$ cat src/hdl/cca_map.svh
`ifndef CCA_MAP_SVH
`define CCA_MAP_SVH

// ****************************************
// register offsets
// ****************************************
`define CCA_CH1_CTL      8'hA4
`define CCA_CH2_CTL      8'hA5
`define CCA_CH3_CTL      8'hA6
`define CCA_CH4_CTL      8'hA7
`define CCA_CH1_HI       8'h9E
`define CCA_CH1_LO       8'h9F
`define CCA_CH2_HI       8'h91
`define CCA_CH2_LO       8'h92
`define CCA_CH3_HI       8'h93
`define CCA_CH3_LO       8'h94
`define CCA_CH4_HI       8'h95
`define CCA_CH4_LO       8'h96
`define CCA_CNT_HI       8'h9A
`define CCA_CNT_LO       8'h9B
`define CCA_RUN_CTL      8'hB0
`define CCA_IRQ_STATUS   8'hB1
`define CCA_IRQ_CLEAR    8'hB2
`define CCA_IRQ_ENABLE   8'hB3

// ****************************************
// fields and reset values
// ****************************************
`define CCA_TOG_BIT      4
`define CCA_MODE_MSB     2
`define CCA_RUN_BIT      0
`define CCA_CLKSEL_MSB   2
`define CCA_CLKSEL_LSB   1
`define CCA_RESET_BYTE   8'h00
`define CCA_RESET_WORD   16'h0000

// ****************************************
// mode codes and clock selections
// ****************************************
`define CCA_MODE_DIS     3'b000
`define CCA_MODE_RISE    3'b001
`define CCA_MODE_FALL    3'b010
`define CCA_MODE_BOTH    3'b011
`define CCA_MODE_TIMER   3'b100
`define CCA_MODE_HSO     3'b101
`define CCA_MODE_PWM8    3'b110
`define CCA_MODE_PWM16   3'b111
`define CCA_CLK_OSC      2'b00
`define CCA_CLK_DIV4     2'b01
`define CCA_CLK_DIV12    2'b10
`define CCA_CLK_EXT      2'b11
`define CCA_DIV4_LAST    4'h3
`define CCA_DIV12_LAST   4'hB

`endif

$ cat src/hdl/cca_pkg.sv
`include "cca_map.svh"
package cca_pkg;

    typedef enum logic [2:0] {
        mode_dis   = `CCA_MODE_DIS,
        mode_rise  = `CCA_MODE_RISE,
        mode_fall  = `CCA_MODE_FALL,
        mode_both  = `CCA_MODE_BOTH,
        mode_timer = `CCA_MODE_TIMER,
        mode_hso   = `CCA_MODE_HSO,
        mode_pwm8  = `CCA_MODE_PWM8,
        mode_pwm16 = `CCA_MODE_PWM16
    } cca_mode_t;

    typedef struct packed {
        logic      toggle;
        cca_mode_t mode;
    } cca_chan_cfg_t;

    typedef struct packed {
        logic [7:0] addr;
        logic [7:0] wdata;
        logic       wr;
        logic       rd;
    } cca_bus_req_t;

endpackage

$ cat src/hdl/cca_channel.sv
`timescale 1ns/1ps
`include "cca_map.svh"
module cca_channel #(
    parameter int CNT_W = 16
) (
    input  wire logic                  clock,
    input  wire logic                  arst_n,
    input  wire cca_pkg::cca_chan_cfg_t cfg,
    input  wire logic [CNT_W-1:0]      counter,
    input  wire logic                  tick,
    input  wire logic                  cap_pin,
    input  wire logic                  wr_hi,
    input  wire logic                  wr_lo,
    input  wire logic [7:0]            wdata,
    output logic [CNT_W-1:0]           value,
    output logic                       event_hit,
    output logic                       out
);
    import cca_pkg::*;

    if (CNT_W != 16) begin : g_chk
        $error("cca_channel: value is split in two bytes, CNT_W must be 16");
    end

    // ****************************************
    // pin synchroniser and edge detect
    // ****************************************
    logic cap_s1;
    logic cap_s2;
    logic cap_s3;

    always_ff @(posedge clock or negedge arst_n) begin
        if (!arst_n) begin
            cap_s1 <= 1'b0;
            cap_s2 <= 1'b0;
            cap_s3 <= 1'b0;
        end else begin
            cap_s1 <= cap_pin;
            cap_s2 <= cap_s1;
            cap_s3 <= cap_s2;
        end
    end

    wire rise      = cap_s2 & ~cap_s3;
    wire fall      = ~cap_s2 & cap_s3;
    wire cap_hit   = (cfg.mode == mode_rise & rise)
                   | (cfg.mode == mode_fall & fall)
                   | (cfg.mode == mode_both & (rise | fall));
    wire match     = tick & (counter == value);
    wire cmp_mode  = (cfg.mode == mode_timer) | (cfg.mode == mode_hso);
    wire cmp_hit   = cmp_mode & match;

    // ****************************************
    // value register
    // ****************************************
    // software write beats a capture in the same cycle
    logic [CNT_W-1:0] next_value;
    assign next_value = wr_hi   ? {wdata, value[7:0]} :
                        wr_lo   ? {value[15:8], wdata} :
                        cap_hit ? counter : value;

    // ****************************************
    // output pin
    // ****************************************
    logic next_out;
    always_comb begin
        next_out = 1'b0;
        unique case (cfg.mode)
            mode_hso: begin
                // toggle bit set: flip on match; clear: drive high
                if (match) begin
                    next_out = cfg.toggle ? ~out : 1'b1;
                end else begin
                    next_out = out;
                end
            end
            mode_pwm8:  next_out = counter[7:0] < value[7:0];
            mode_pwm16: next_out = counter < value;
            default:    next_out = 1'b0;
        endcase
    end

    always_ff @(posedge clock or negedge arst_n) begin
        if (!arst_n) begin
            value     <= `CCA_RESET_WORD;
            event_hit <= 1'b0;
            out       <= 1'b0;
        end else begin
            value     <= next_value;
            event_hit <= cap_hit | cmp_hit;
            out       <= next_out;
        end
    end
endmodule

$ cat src/hdl/cca_top.sv
// Chosen here: the strobed register port.
`timescale 1ns/1ps
`include "cca_map.svh"
module cca_top #(
    parameter int NUM_CH = 4,
    parameter int CNT_W  = 16
) (
    input  wire logic                  clock,
    input  wire logic                  arst_n,
    input  wire cca_pkg::cca_bus_req_t bus_req,
    output logic [7:0]                 rd_data,
    input  wire logic [NUM_CH-1:0]     cap_in,
    input  wire logic                  ext_clk_in,
    output logic [NUM_CH-1:0]          cmp_out,
    output logic                       irq
);
    import cca_pkg::*;

    if (NUM_CH != 4 || CNT_W != 16) begin : g_chk
        $error("cca_top: register map serves exactly 4 channels of 16 bits");
    end

    localparam logic [7:0] CTL_ADDR [4] = '{`CCA_CH1_CTL, `CCA_CH2_CTL,
                                            `CCA_CH3_CTL, `CCA_CH4_CTL};
    localparam logic [7:0] HI_ADDR  [4] = '{`CCA_CH1_HI, `CCA_CH2_HI,
                                            `CCA_CH3_HI, `CCA_CH4_HI};
    localparam logic [7:0] LO_ADDR  [4] = '{`CCA_CH1_LO, `CCA_CH2_LO,
                                            `CCA_CH3_LO, `CCA_CH4_LO};

    // ****************************************
    // address decode
    // ****************************************
    wire wr          = bus_req.wr;
    wire [7:0] addr  = bus_req.addr;
    wire [7:0] wdata = bus_req.wdata;

    wire run_wr  = wr & (addr == `CCA_RUN_CTL);
    wire clr_wr  = wr & (addr == `CCA_IRQ_CLEAR);
    wire en_wr   = wr & (addr == `CCA_IRQ_ENABLE);
    wire cnth_wr = wr & (addr == `CCA_CNT_HI);
    wire cntl_wr = wr & (addr == `CCA_CNT_LO);
    wire cnt_wr  = cnth_wr | cntl_wr;

    logic [NUM_CH-1:0] ctl_wr;
    logic [NUM_CH-1:0] hi_wr;
    logic [NUM_CH-1:0] lo_wr;

    for (genvar i = 0; i < NUM_CH; i++) begin : g_dec
        assign ctl_wr[i] = wr & (addr == CTL_ADDR[i]);
        assign hi_wr[i]  = wr & (addr == HI_ADDR[i]);
        assign lo_wr[i]  = wr & (addr == LO_ADDR[i]);
    end

    // ****************************************
    // control registers
    // ****************************************
    cca_chan_cfg_t     cfg [NUM_CH];
    logic              run;
    logic [1:0]        clksel;
    logic [NUM_CH-1:0] status;
    logic [NUM_CH-1:0] enable;

    for (genvar i = 0; i < NUM_CH; i++) begin : g_cfg
        always_ff @(posedge clock or negedge arst_n) begin
            if (!arst_n) begin
                cfg[i] <= '{toggle: 1'b0, mode: mode_dis};
            end else if (ctl_wr[i]) begin
                // bits 7,6,5,3 have no storage
                cfg[i].toggle <= wdata[`CCA_TOG_BIT];
                cfg[i].mode   <= cca_mode_t'(wdata[`CCA_MODE_MSB:0]);
            end
        end
    end

    always_ff @(posedge clock or negedge arst_n) begin
        if (!arst_n) begin
            run    <= 1'b0;
            clksel <= `CCA_CLK_OSC;
            enable <= '0;
        end else begin
            if (run_wr) begin
                run    <= wdata[`CCA_RUN_BIT];
                clksel <= wdata[`CCA_CLKSEL_MSB:`CCA_CLKSEL_LSB];
            end
            if (en_wr) begin
                enable <= wdata[NUM_CH-1:0];
            end
        end
    end

    // ****************************************
    // counter clock source
    // ****************************************
    // external pin is sampled, so it must run below a quarter of clock
    logic ext_s1;
    logic ext_s2;
    logic ext_s3;

    always_ff @(posedge clock or negedge arst_n) begin
        if (!arst_n) begin
            ext_s1 <= 1'b0;
            ext_s2 <= 1'b0;
            ext_s3 <= 1'b0;
        end else begin
            ext_s1 <= ext_clk_in;
            ext_s2 <= ext_s1;
            ext_s3 <= ext_s2;
        end
    end

    wire ext_rise = ext_s2 & ~ext_s3;

    logic [3:0] pre_cnt;
    wire  [3:0] pre_last_val = (clksel == `CCA_CLK_DIV4)  ? `CCA_DIV4_LAST :
                               (clksel == `CCA_CLK_DIV12) ? `CCA_DIV12_LAST :
                               4'h0;
    wire pre_last = (pre_cnt == pre_last_val);
    wire src_tick = (clksel == `CCA_CLK_EXT) ? ext_rise : pre_last;
    wire tick     = run & src_tick & ~cnt_wr;

    always_ff @(posedge clock or negedge arst_n) begin
        if (!arst_n) begin
            pre_cnt <= 4'h0;
        end else if (!run || pre_last) begin
            pre_cnt <= 4'h0;
        end else begin
            pre_cnt <= pre_cnt + 4'h1;
        end
    end

    // ****************************************
    // shared counter
    // ****************************************
    logic [CNT_W-1:0] counter;

    always_ff @(posedge clock or negedge arst_n) begin
        if (!arst_n) begin
            counter <= `CCA_RESET_WORD;
        end else if (cnth_wr) begin
            counter[15:8] <= wdata;
        end else if (cntl_wr) begin
            counter[7:0] <= wdata;
        end else if (tick) begin
            counter <= counter + 16'h0001;
        end
    end

    // ****************************************
    // channels
    // ****************************************
    logic [CNT_W-1:0]  value [NUM_CH];
    logic [NUM_CH-1:0] evt;

    for (genvar i = 0; i < NUM_CH; i++) begin : g_ch
        cca_channel #(
            .CNT_W (CNT_W)
        ) u_ch (
            .clock     (clock),
            .arst_n    (arst_n),
            .cfg       (cfg[i]),
            .counter   (counter),
            .tick      (tick),
            .cap_pin   (cap_in[i]),
            .wr_hi     (hi_wr[i]),
            .wr_lo     (lo_wr[i]),
            .wdata     (wdata),
            .value     (value[i]),
            .event_hit (evt[i]),
            .out       (cmp_out[i])
        );
    end

    // ****************************************
    // interrupt flags
    // ****************************************
    // a new event in the clearing cycle survives: set wins
    wire [NUM_CH-1:0] clr_mask    = clr_wr ? wdata[NUM_CH-1:0] : '0;
    wire [NUM_CH-1:0] next_status = (status & ~clr_mask) | evt;

    always_ff @(posedge clock or negedge arst_n) begin
        if (!arst_n) begin
            status <= '0;
            irq    <= 1'b0;
        end else begin
            status <= next_status;
            irq    <= |(status & enable);
        end
    end

    // ****************************************
    // read path
    // ****************************************
    logic [7:0] rd_mux;

    always_comb begin
        rd_mux = 8'h00;
        for (int i = 0; i < NUM_CH; i++) begin
            if (addr == CTL_ADDR[i]) begin
                rd_mux = {3'b000, cfg[i].toggle, 1'b0, cfg[i].mode};
            end
            if (addr == HI_ADDR[i]) begin
                rd_mux = value[i][15:8];
            end
            if (addr == LO_ADDR[i]) begin
                rd_mux = value[i][7:0];
            end
        end
        unique case (addr)
            `CCA_CNT_HI:     rd_mux = counter[15:8];
            `CCA_CNT_LO:     rd_mux = counter[7:0];
            `CCA_RUN_CTL:    rd_mux = {5'b00000, clksel, run};
            `CCA_IRQ_STATUS: rd_mux = {4'h0, status};
            `CCA_IRQ_ENABLE: rd_mux = {4'h0, enable};
            default:         ;
        endcase
    end

    always_ff @(posedge clock or negedge arst_n) begin
        if (!arst_n) begin
            rd_data <= `CCA_RESET_BYTE;
        end else begin
            rd_data <= bus_req.rd ? rd_mux : `CCA_RESET_BYTE;
        end
    end
endmodule

$ cat config.mk
export PLATFORM = sky130hd
export DESIGN_NAME = cca_top
export DESIGN_NICKNAME = d
export VERILOG_FILES = /design/src/hdl/cca_pkg.sv /design/src/hdl/cca_channel.sv /design/src/hdl/cca_top.sv
export VERILOG_INCLUDE_DIRS = /design/src /design/src/hdl
export SDC_FILE = /design/constraint.sdc
export NUM_CORES = 1
export LEC_CHECK = 0
export BUFFER_PORTS_ARGS = -buffer_cell sky130_fd_sc_hd__buf_2
export CORE_MARGIN = 8
export CORE_UTILIZATION = 35
export CTS_CLUSTER_DIAMETER = 30
export DETAILED_ROUTE_END_ITERATION = 16
export GPL_TIMING_DRIVEN = 0
export PLACE_DENSITY = 0.55
export SLEW_MARGIN = 5
export SYNTH_ARGS = -nofsm -noshare
export SYNTH_HDL_FRONTEND = slang
export SYNTH_HIERARCHICAL = 1
export SYNTH_SLANG_ARGS = --single-unit
export TNS_END_PERCENT = 50
$ cat constraint.sdc
create_clock -name clock -period 4.5 [get_ports clock]
set_clock_uncertainty 0.2 [all_clocks]
set_input_delay 1.35 -clock clock [delete_from_list [all_inputs] [get_ports clock]]
set_output_delay 1.35 -clock clock [all_outputs]
set_load 0.1 [all_outputs]
Yosys cells after proc, flatten, opt, wreduce, memory -nomap -nowiden
Cells that the tools add are included.
{"block": "word_totals", "register_bits": 143, "inputBits": 25, "output_inout_bits": 13, "word_cells": 283}
{"block": "classes", "n_addsub": 2, "order_cmp": 8, "n_eq_ne": 63, "mux": 47, "n_bitwise": 92, "reduce_logical": 23}
{"operator": "$mux 16", "n": 13}
{"operator": "$eq 8x8->1 const B", "n": 18}
{"operator": "$mux 8", "n": 15}
{"operator": "$eq 16x16->1", "n": 4}
{"operator": "$lt 16x16->1", "n": 4}
{"operator": "$and 1x1->1", "n": 48}
{"operator": "$eq 3x3->1 const B", "n": 16}
{"operator": "$pmux 8 s5", "n": 1}
{"operator": "$lt 8x8->1", "n": 4}
{"operator": "$eq 3x2->1 const B", "n": 8}
{"operator": "$or 1x1->1", "n": 21}
{"operator": "$reduce_and 2->1", "n": 10}
{"operator": "$reduce_bool 2->1", "n": 10}
{"operator": "$not 1->1", "n": 19}
{"operator": "$add 16x1->16 const B", "n": 1}
{"operator": "$mux 4", "n": 4}
{"operator": "$ne 2x1->1 const B", "n": 8}
{"operator": "$eq 3x1->1 const B", "n": 4}
{"operator": "$pmux 1 s3", "n": 4}
{"operator": "$mux 1", "n": 9}
{"operator": "$and 4x4->4", "n": 2}
{"operator": "$mux 5", "n": 1}
{"operator": "$add 4x1->4 const B", "n": 1}
{"operator": "$eq 2x2->1 const B", "n": 2}
{"operator": "other kinds (8)", "n": 8}

Depth between registers and ports, before layout
Gate-level depths: netlist of run 1.
{"block": "depth", "ltp_word": 15, "ltp_mapped": 12, "ltp_nobuf": 11}

By module
Netlist of run 1, hierarchy kept.
{"module": "cca_channel", "instances": 4, "cells_each": 135, "area_per_inst_um2": 1443.9, "seq_area_each_um2": 525.5}
{"module": "cca_top", "instances": 1, "cells_each": 445, "area_per_inst_um2": 3878.7, "seq_area_each_um2": 1476.4}

Least setup slack after synthesis of run 1
Ideal clock, no wire load.
{"block": "synth_path", "path_type": "input port to flip-flop", "from": "input port bus_req[1] (netlist bit)", "to": "register g_ch[0].u_ch.out", "setup_ns": 0.101, "arrival_ns": 3.313, "t_required_ns": 4.199, "path_slack_ns": 0.886, "cell_stages": 12, "path_cell_list": "clkbuf_1 and3b_1 clkbuf_1 nand2_1 nor2_1 clkbuf_1 nor3_1 nand3_1 nor3_1 nand4_1 mux2i_1 o32ai_1"}
{"block": "synth_between", "elab_chain_len": 6, "elab_cells_between_ends": 7}
{"item": "start, declared", "line_no": "cca_top.sv:10", "rtl": "input wire cca_pkg::cca_bus_req_t bus_req,"}
{"item": "$and 1x1->1, on equally long branches", "line_no": "cca_top.sv:40, cca_top.sv:41"}
{"item": "$or 1x1->1 (*)", "line_no": "cca_top.sv:42", "rtl": "wire cnt_wr = cnth_wr | cntl_wr;"}
{"item": "$not 1->1 (*)", "line_no": "cca_top.sv:119", "rtl": "wire tick = run & src_tick & ~cnt_wr;"}
{"item": "$and 1x1->1 (*)", "line_no": "cca_top.sv:119"}
{"item": "net tick", "line_no": "cca_top.sv:119"}
{"item": "$and 1x1->1 (*)", "line_no": "cca_channel.sv:49", "rtl": "wire match = tick & (counter == value);"}
{"item": "$ne 2x1->1 (no source line) (*)"}
{"item": "end signal, assigned", "line_no": "cca_channel.sv:91", "rtl": "out <= next_out;"}
{"item": "end, declared", "line_no": "cca_channel.sv:17", "rtl": "output logic out"}
The timed path passes the listed nets; every way through them passes the cells marked *.
A chain may end at the register's enable or synchronous reset.

Final worst setup path of run 1
{"block": "layout_path", "from": "input port bus_req[1] (netlist bit)", "to": "register g_ch[2].u_ch.out"}
{"block": "layout_between", "elab_chain_len": 6, "elab_cells_between_ends": 7}
{"item": "$and 1x1->1, on equally long branches", "line_no": "cca_top.sv:40, cca_top.sv:41"}
{"item": "$or 1x1->1 (*)", "line_no": "cca_top.sv:42"}
{"item": "$not 1->1 (*)", "line_no": "cca_top.sv:119"}
{"item": "$and 1x1->1 (*)", "line_no": "cca_top.sv:119"}
{"item": "net tick", "line_no": "cca_top.sv:119"}
{"item": "$and 1x1->1 (*)", "line_no": "cca_channel.sv:49"}
{"item": "$ne 2x1->1 (no source line) (*)"}
{"item": "end signal, assigned", "line_no": "cca_channel.sv:91"}
{"item": "end, declared", "line_no": "cca_channel.sv:17"}
Marked as above.

==> flow_summary.ini, run 1 <==
[sta]
min_period_ns = 4.27
max_slew.worst_pin.slew_ns = 1.10
drv_slew = 0
hold_viol = 0
worst_slack_ns = 0.226
rsz0062_at_grt = false
max_freq_mhz = 234
setup_viol = 0
finalCritPeriodShare = 0.950
max_slew_margin = 0.244

[clock_network]
post_cts_resized = 0
htreeDepth = 4
clkSinkCount = 143
worstSkewPairLatency_ns = 0.43
numCtsBuffers = 17
clk_pin_slew_ns = 0.05
cts_tree = built
hold_buffers = 0
clk_path_buf_depth = 2
clock-root-buffer = clkbuf_16
post-cts-setup-buffers = 0

[floorplan]
row_count = 61
start_util = 0.351
core_area_mm2 = 0.0275
chipHeight_um = 182
die-area_mm2 = 0.0332
die_w_um = 182
pin_count = 38

[place]
gp_congestion = 0.941
place_hpwl_um = 22400
dp_slack_ns = -0.340
portBuffers = 35

[global_route]
grt_pass1_wl_um = 47700
globalRouteMet2Util = 0.307
grtUsageMet1 = 0.257
first_global_vias = 7787
grt_util_all_layers = 0.191
use_met3 = 0.0356
antenna_found_initial = 3
grt_max_degree = 76
overflow = 0
busiest_layer = met2

[synthesis]
synth_seq_cells = 143
synth_cells = 985
yosysSeqAreaShare = 0.371
synth.distinct_cells = 66
async_reset_ff_frac = 1.00
synth_warnings = 6
synth_edf_count = 0
synth_ff_type = dfrtp_1
syn_avg_cell_area_um2 = 9.80
synth_nets = 1086
syn_area_mm2 = 0.00965

[setup_path]
critPathMaxFanout = 10
max_stage_delay_ns = 0.54
path_cells = clkbuf_1, and3b_1, clkbuf_1, nand2_1, nor2_1, clkbuf_1, nor3_4, nand3_1, nor3_1, nand4_1, mux2i_1, o32ai_1
crit_path_start_kind = input pin
crit_slowest_cell = nor3_4
cp_common_cell = clkbuf_1
cp-end-kind = flip-flop
r2r_slack_ns = 0.86
cp_num_buf_inv = 3
cp.required_ns = 4.61
worstReg2RegStart = clksel[0]
critPathTopFamily = simple AND/OR/NAND/NOR gates
r2r-end = g_ch[2].u_ch/out
crit_type = input pin to flip-flop
worstPathArrival_ns = 4.38
r2r_cells = 12

[pwr]
power.density_mw_per_mm2 = 399
peakVddDrop_uv = 262
internal-power_mw = 2.85
switching_power_mw = 1.51
p_sw_frac = 0.346
design_power_total_mw = 4.36
pwr-share-clk = 0.331
seqPwrFrac = 0.403
p_comb_frac = 0.266
p_leak_nw = 4.80

[job]
maxCapViolCount = 0

[routing]
vias_per_cell = 5.62
ant_nets = 0
drt-initial-drc-count = 603
finalWirelength_um = 31300
wl_per_cell_um = 22.4
drc = 0
num_vias = 7863
drt_pass1_iterations = 6

[final_layout]
syn2layout_area_growth_pct = 13.1
fin_nets = 1141
fin_util = 0.397
drive_gt1_frac = 0.141
diodes = 0

[run_status]
status = complete, no violations

[hold_path]
min_path_cells = 0
hold_class = flip-flop to flip-flop
worstHoldStart = g_ch[2].u_ch/cap_s1
hold-path-endpoint = g_ch[2].u_ch/cap_s2
how the worst max path moves through the flow:
stage               start          endpoint  slack, ns  cells past startpoint
3_3_place_gp   bus_req[1]  g_ch[1].u_ch/out      -0.78                     12
4_1_cts        bus_req[1]  g_ch[2].u_ch/out        0.1                     12
6_report       bus_req[1]  g_ch[2].u_ch/out       0.23                     12
5_1_grt        bus_req[1]  g_ch[2].u_ch/out        0.1                     12
2_1_floorplan  bus_req[1]  g_ch[0].u_ch/out       0.89                     12
3_5_place_dp   bus_req[1]  g_ch[2].u_ch/out      -0.34                     12
worst register-to-register path, delay by kind of cell (launching register included):
kind	cells	cell delay (ns)
xor gates and xnor gates	1	0.17
and+or+nand+nor	5	1.60
AOI/OAI and AO/OA	2	0.55
buffers and inverters	2	0.27
DFF	1	0.40
muxes	1	0.15
adders and majority gates	1	0.20
sequential cells by signal (all words and copies together), names as in the netlist:
| signal | cells |
|---|---|
| pre_cnt | 4 |
| clksel | 2 |
| counter | 16 |
| cfg | 16 |
| g_ch.u_ch/value | 64 |
| rd_data | 8 |
| g_ch.u_ch/cap_s1 | 4 |
| run | 1 |
| ext_s2 | 1 |
| g_ch.u_ch/cap_s2 | 4 |
| irq | 1 |
| ext_s3 | 1 |
| ext_s1 | 1 |
| g_ch.u_ch/cap_s3 | 4 |
| g_ch.u_ch/out | 4 |
| status | 4 |
| g_ch.u_ch/event_hit | 4 |
| enable | 4 |
Yosys cell counts, types with 5 or more instances:
master | instances | area [um^2]
o21ai_0 | 29 | 145
nor2b_1 | 5 | 31.3
a21oi_4 | 5 | 81.3
xnor2_1 | 7 | 61.3
mux2i_1 | 66 | 661
nor2_1 | 59 | 221
nand3_1 | 31 | 155
nand2b_1 | 9 | 56.3
o21ai_1 | 20 | 100
and3_1 | 10 | 62.6
o32ai_1 | 5 | 43.8
a21oi_1 | 51 | 255
and3b_1 | 6 | 52.6
buf_2 | 9 | 45.0
buf_1 | 5 | 18.8
inv_1 | 92 | 345
nand4_1 | 14 | 87.6
a21o_1 | 16 | 120
ha_1 | 76 | 951
nor3_1 | 22 | 110
a22o_1 | 5 | 43.8
a22oi_1 | 18 | 135
clkbuf_1 | 21 | 78.8
mux2_2 | 42 | 473
mux2_1 | 49 | 552
a221oi_1 | 6 | 52.6
nand4b_1 | 7 | 61.3
a2111oi_0 | 8 | 70.1
nand2_1 | 65 | 244
or2_1 | 6 | 37.5
o22ai_1 | 10 | 62.6
dfrtp_1 | 143 | 3580
layout by cell type, fill, tap and decap left out, types with 5 or more instances in the layout:
| master | Yosys | layout |
|---|---|---|
| a21oi_1 | 51 | 51 |
| buf_1 | 5 | 5 |
| and3b_1 | 6 | 6 |
| nor2b_1 | 5 | 5 |
| o21ai_0 | 29 | 29 |
| nor3_4 | 4 | 5 |
| a22o_1 | 5 | 5 |
| buf_2 | 9 | 43 |
| dfrtp_1 | 143 | 143 |
| nand4b_1 | 7 | 7 |
| a2111oi_0 | 8 | 8 |
| mux2i_1 | 66 | 66 |
| a21o_1 | 16 | 16 |
| nand2b_1 | 9 | 9 |
| inv_1 | 92 | 92 |
| xnor2_1 | 7 | 7 |
| ha_1 | 76 | 76 |
| clkbuf_8 | 0 | 5 |
| o32ai_1 | 5 | 5 |
| and3_1 | 10 | 10 |
| nand2_1 | 65 | 65 |
| nor3_1 | 22 | 21 |
| nand3_1 | 31 | 31 |
| a221oi_1 | 6 | 6 |
| o22ai_1 | 10 | 10 |
| clkbuf_1 | 21 | 22 |
| a22oi_1 | 18 | 18 |
| mux2_2 | 42 | 42 |
| a21oi_4 | 5 | 5 |
| nor2_1 | 59 | 59 |
| or2_1 | 6 | 6 |
| o21ai_1 | 20 | 20 |
| clkbuf_16 | 0 | 17 |
| nand4_1 | 14 | 14 |
| mux2_1 | 49 | 49 |
per-layer routing:
layer	vias to the layer above	routed length [um]
met4	2	771
met3	51	1810
li1	3682	-
met5	-	13
met2	224	14300
met1	3904	14400
kinds of logic (layout without fill, tap and decap cells):
kind of cell / after synthesis / after routing / synth area share
DFF: 143 / 143 / 0.371
muxes: 161 / 161 / 0.181
AOI/OAI and AO/OA: 204 / 204 / 0.142
adders and majority gates: 76 / 76 / 0.0985
and+or+nand+nor: 261 / 261 / 0.146
xor gates and xnor gates: 11 / 11 / 0.00998
buffers and inverters: 129 / 197 / 0.0521
layout make-up:
cell class,count,area [um^2]
Fill cell,2753,16600
Clock buffer,23,498
Tap cell,346,433
Clock inverter,9,106
Multi-Input combinational cell,713,5580
Buffer,36,154
Inverter,93,349
Timing Repair Buffer,36,213
Sequential cell,143,3580
power groups by stage:
stage	registers (mW)	logic [mW]	clock network [mW]
after floorplan	1.64	0.850	0
after global placement	1.77	1.12	0
after detailed placement	1.78	1.15	0
after CTS	1.75	1.16	1.47
after global routing	1.77	1.34	1.52
final	1.76	1.16	1.44
stage by stage:
step	instance area, um^2	TNS, ns	hold WS, ns	cells
finish	10900	0	0.145	1399
global route	10900	0	0.151	1399
CTS	10900	0	0.148	1399
detailed placement	10300	-1.47	0.136	1367
global placement	10300	-53.24	0.133	1366
floorplan	9650	0	0.131	985
No activity file was read; power rests on OpenSTA's default activity.
==> run 2, diff against run 1 <==
- PLACE_DENSITY: 0.55 -> 0.53
==> run 2 against run 1 <==
Effect of this change:
- cell area is essentially flat
- highest routed layer is now met4
- setup slack gained 0.021 ns
- sequential power is essentially flat
- die area is the same
- sequential share of layout area is essentially flat
- clock-buffer cell count shrank 2
- utilization is essentially flat
- critical path depth is the same
- fmax grew 0.49%
- clock power is essentially flat
- critical path type unchanged
- largest power group unchanged
==> flow_summary.ini, run 2 (synthesized netlist as in run 1, its figures left out) <==
[clock_network]
htreeDepth = 4
clkSinkCount = 143
clk_pin_slew_ns = 0.06
numCtsBuffers = 17
clk_path_buf_depth = 2
cts_tree = built
worstSkewPairLatency_ns = 0.42
clock-root-buffer = clkbuf_16
hold_buffers = 0
post-cts-setup-buffers = 0

[final_layout]
fill_cells = 2727
layout_common_cells = dfrtp_1 (143), inv_1 (92), ha_1 (76)
drive_gt1_frac = 0.139
reg_top3 = g_ch.u_ch/value (64), cfg (16), counter (16)
fin_nets = 1141
diodes = 0
finalNonFillerCells = 1398
syn2layout_area_growth_pct = 13.0
layout_commonest_cell = dfrtp_1
largest-register = g_ch.u_ch/value
largest_reg_flops = 64

[floorplan]
chipHeight_um = 182
die-area_mm2 = 0.0332
row_count = 61
core_area_mm2 = 0.0275
pin_count = 38
die_w_um = 182
start_util = 0.351

[place]
gp_congestion = 0.940
place_hpwl_um = 22600
portBuffers = 35
place_inst = 1367

[sta]
min_period_ns = 4.25
max_slew.worst_pin.slew_ns = 0.927
finalCritPeriodShare = 0.945
max_slew_margin = 0.366
setup_viol = 0
hold_viol = 0
rsz0062_at_grt = false
drv_slew = 0
max_freq_mhz = 235

[routing]
num_vias = 7868
wl_per_cell_um = 22.8
drc = 0
drt-initial-drc-count = 597
finalWirelength_um = 31900
drt_pass1_iterations = 5
vias_per_cell = 5.63
ant_nets = 0

[pwr]
peakVddDrop_uv = 253
p_comb_frac = 0.263
seqPwrFrac = 0.405
switching_power_mw = 1.51
design_power_total_mw = 4.37
power.density_mw_per_mm2 = 401
p_leak_nw = 4.81
pwr-share-clk = 0.332
internal-power_mw = 2.86
p_sw_frac = 0.346

[setup_path]
cp-end-kind = flip-flop
max_stage_delay_ns = 0.49
critPathMaxFanout = 10
path_cells = clkbuf_1, and3b_1, clkbuf_1, nand2_1, nor2_1, clkbuf_1, nor3_4, nand3_1, nor3_1, nand4_1, mux2i_1, o32ai_1
crit_type = input pin to flip-flop
cp.required_ns = 4.61
crit_slowest_cell = nor2_1
cp_common_cell = clkbuf_1
worstPathArrival_ns = 4.36
crit_path_start_kind = input pin

[run_status]
status = complete, no violations

[global_route]
antenna_found_initial = 0
first_global_vias = 7872
grt_util_all_layers = 0.195
grt_pass1_wl_um = 48500
grt_max_degree = 77
overflow = 0

[job]
maxCapViolCount = 0

[hold_path]
hold_class = flip-flop to flip-flop
## run 2: what timing repair did
action	CTS	global route
resized for setup	1	1
pin swaps	0	0
setup endpoints to repair	8	1
## run 2: area by class of cell
type / count / area [um^2] / share of cell area
Buffer: 36 / 154 / 0.0141
Clock buffer: 21 / 460 / 0.0422
Clock inverter: 10 / 136 / 0.0125
Inverter: 93 / 349 / 0.0320
Multi-Input combinational cell: 713 / 5580 / 0.512
Sequential cell: 143 / 3580 / 0.328
Tap cell: 346 / 433 / 0.0397
Timing Repair Buffer: 36 / 213 / 0.0195
## run 2: worst max-delay path, delay by kind of cell
| family | cells | cell delay [ns] |
|---|---|---|
| compound gates | 1 | 0.24 |
| mux | 1 | 0.09 |
| buf+inv | 3 | 1.17 |
| simple gates | 7 | 1.50 |
## run 2: routing by layer
| layer | global-route usage | wire length [um] | up-vias |
|---|---|---|---|
| met2 | 0.313 | 14600 | 235 |
| met4 | 0.0626 | 933 | 0 |
| met3 | 0.0386 | 1880 | 60 |
| met1 | 0.260 | 14500 | 3892 |
| li1 | - | - | 3681 |
| met5 | 0 | 0 | - |
## run 2: worst paths after layout
check	startpoint	endpoint	slack, ns	cells past startpoint
setup / recovery	bus_req[1]	g_ch[0].u_ch/out	0.25	12
hold / removal	g_ch[2].u_ch/cap_s1	g_ch[2].u_ch/cap_s2	0.15	0
setup reg to reg	clksel[0]	g_ch[2].u_ch/out	0.93	12
hold reg to reg	g_ch[2].u_ch/cap_s1	g_ch[2].u_ch/cap_s2	0.15	0
max in group asynchronous	arst_n	g_ch[3].u_ch/value[1]	2.64	2
min in group asynchronous	arst_n	g_ch[0].u_ch/value[15]	0.68	1
## run 2: power groups by stage
stage / clock (mW) / combinational, mW / sequential, mW
floorplan: 0 / 0.850 / 1.64
global placement: 0 / 1.12 / 1.79
detailed placement: 0 / 1.14 / 1.79
CTS: 1.48 / 1.15 / 1.76
global route: 1.54 / 1.34 / 1.78
finish: 1.45 / 1.15 / 1.77
## run 2: per-stage QoR
step	TNS (ns)	util	area, um^2	setup WS (ns)	hold WS (ns)
2_1_floorplan	0	-	9650	0.886	0.131
3_3_place_gp	-61.90	0.373	10300	-0.733	0.132
3_5_place_dp	-4.52	0.375	10300	-0.703	0.136
4_1_cts	0	0.397	10900	0.157	0.154
5_1_grt	0	0.397	10900	0.0194	0.158
6_report	0	0.397	10900	0.247	0.150
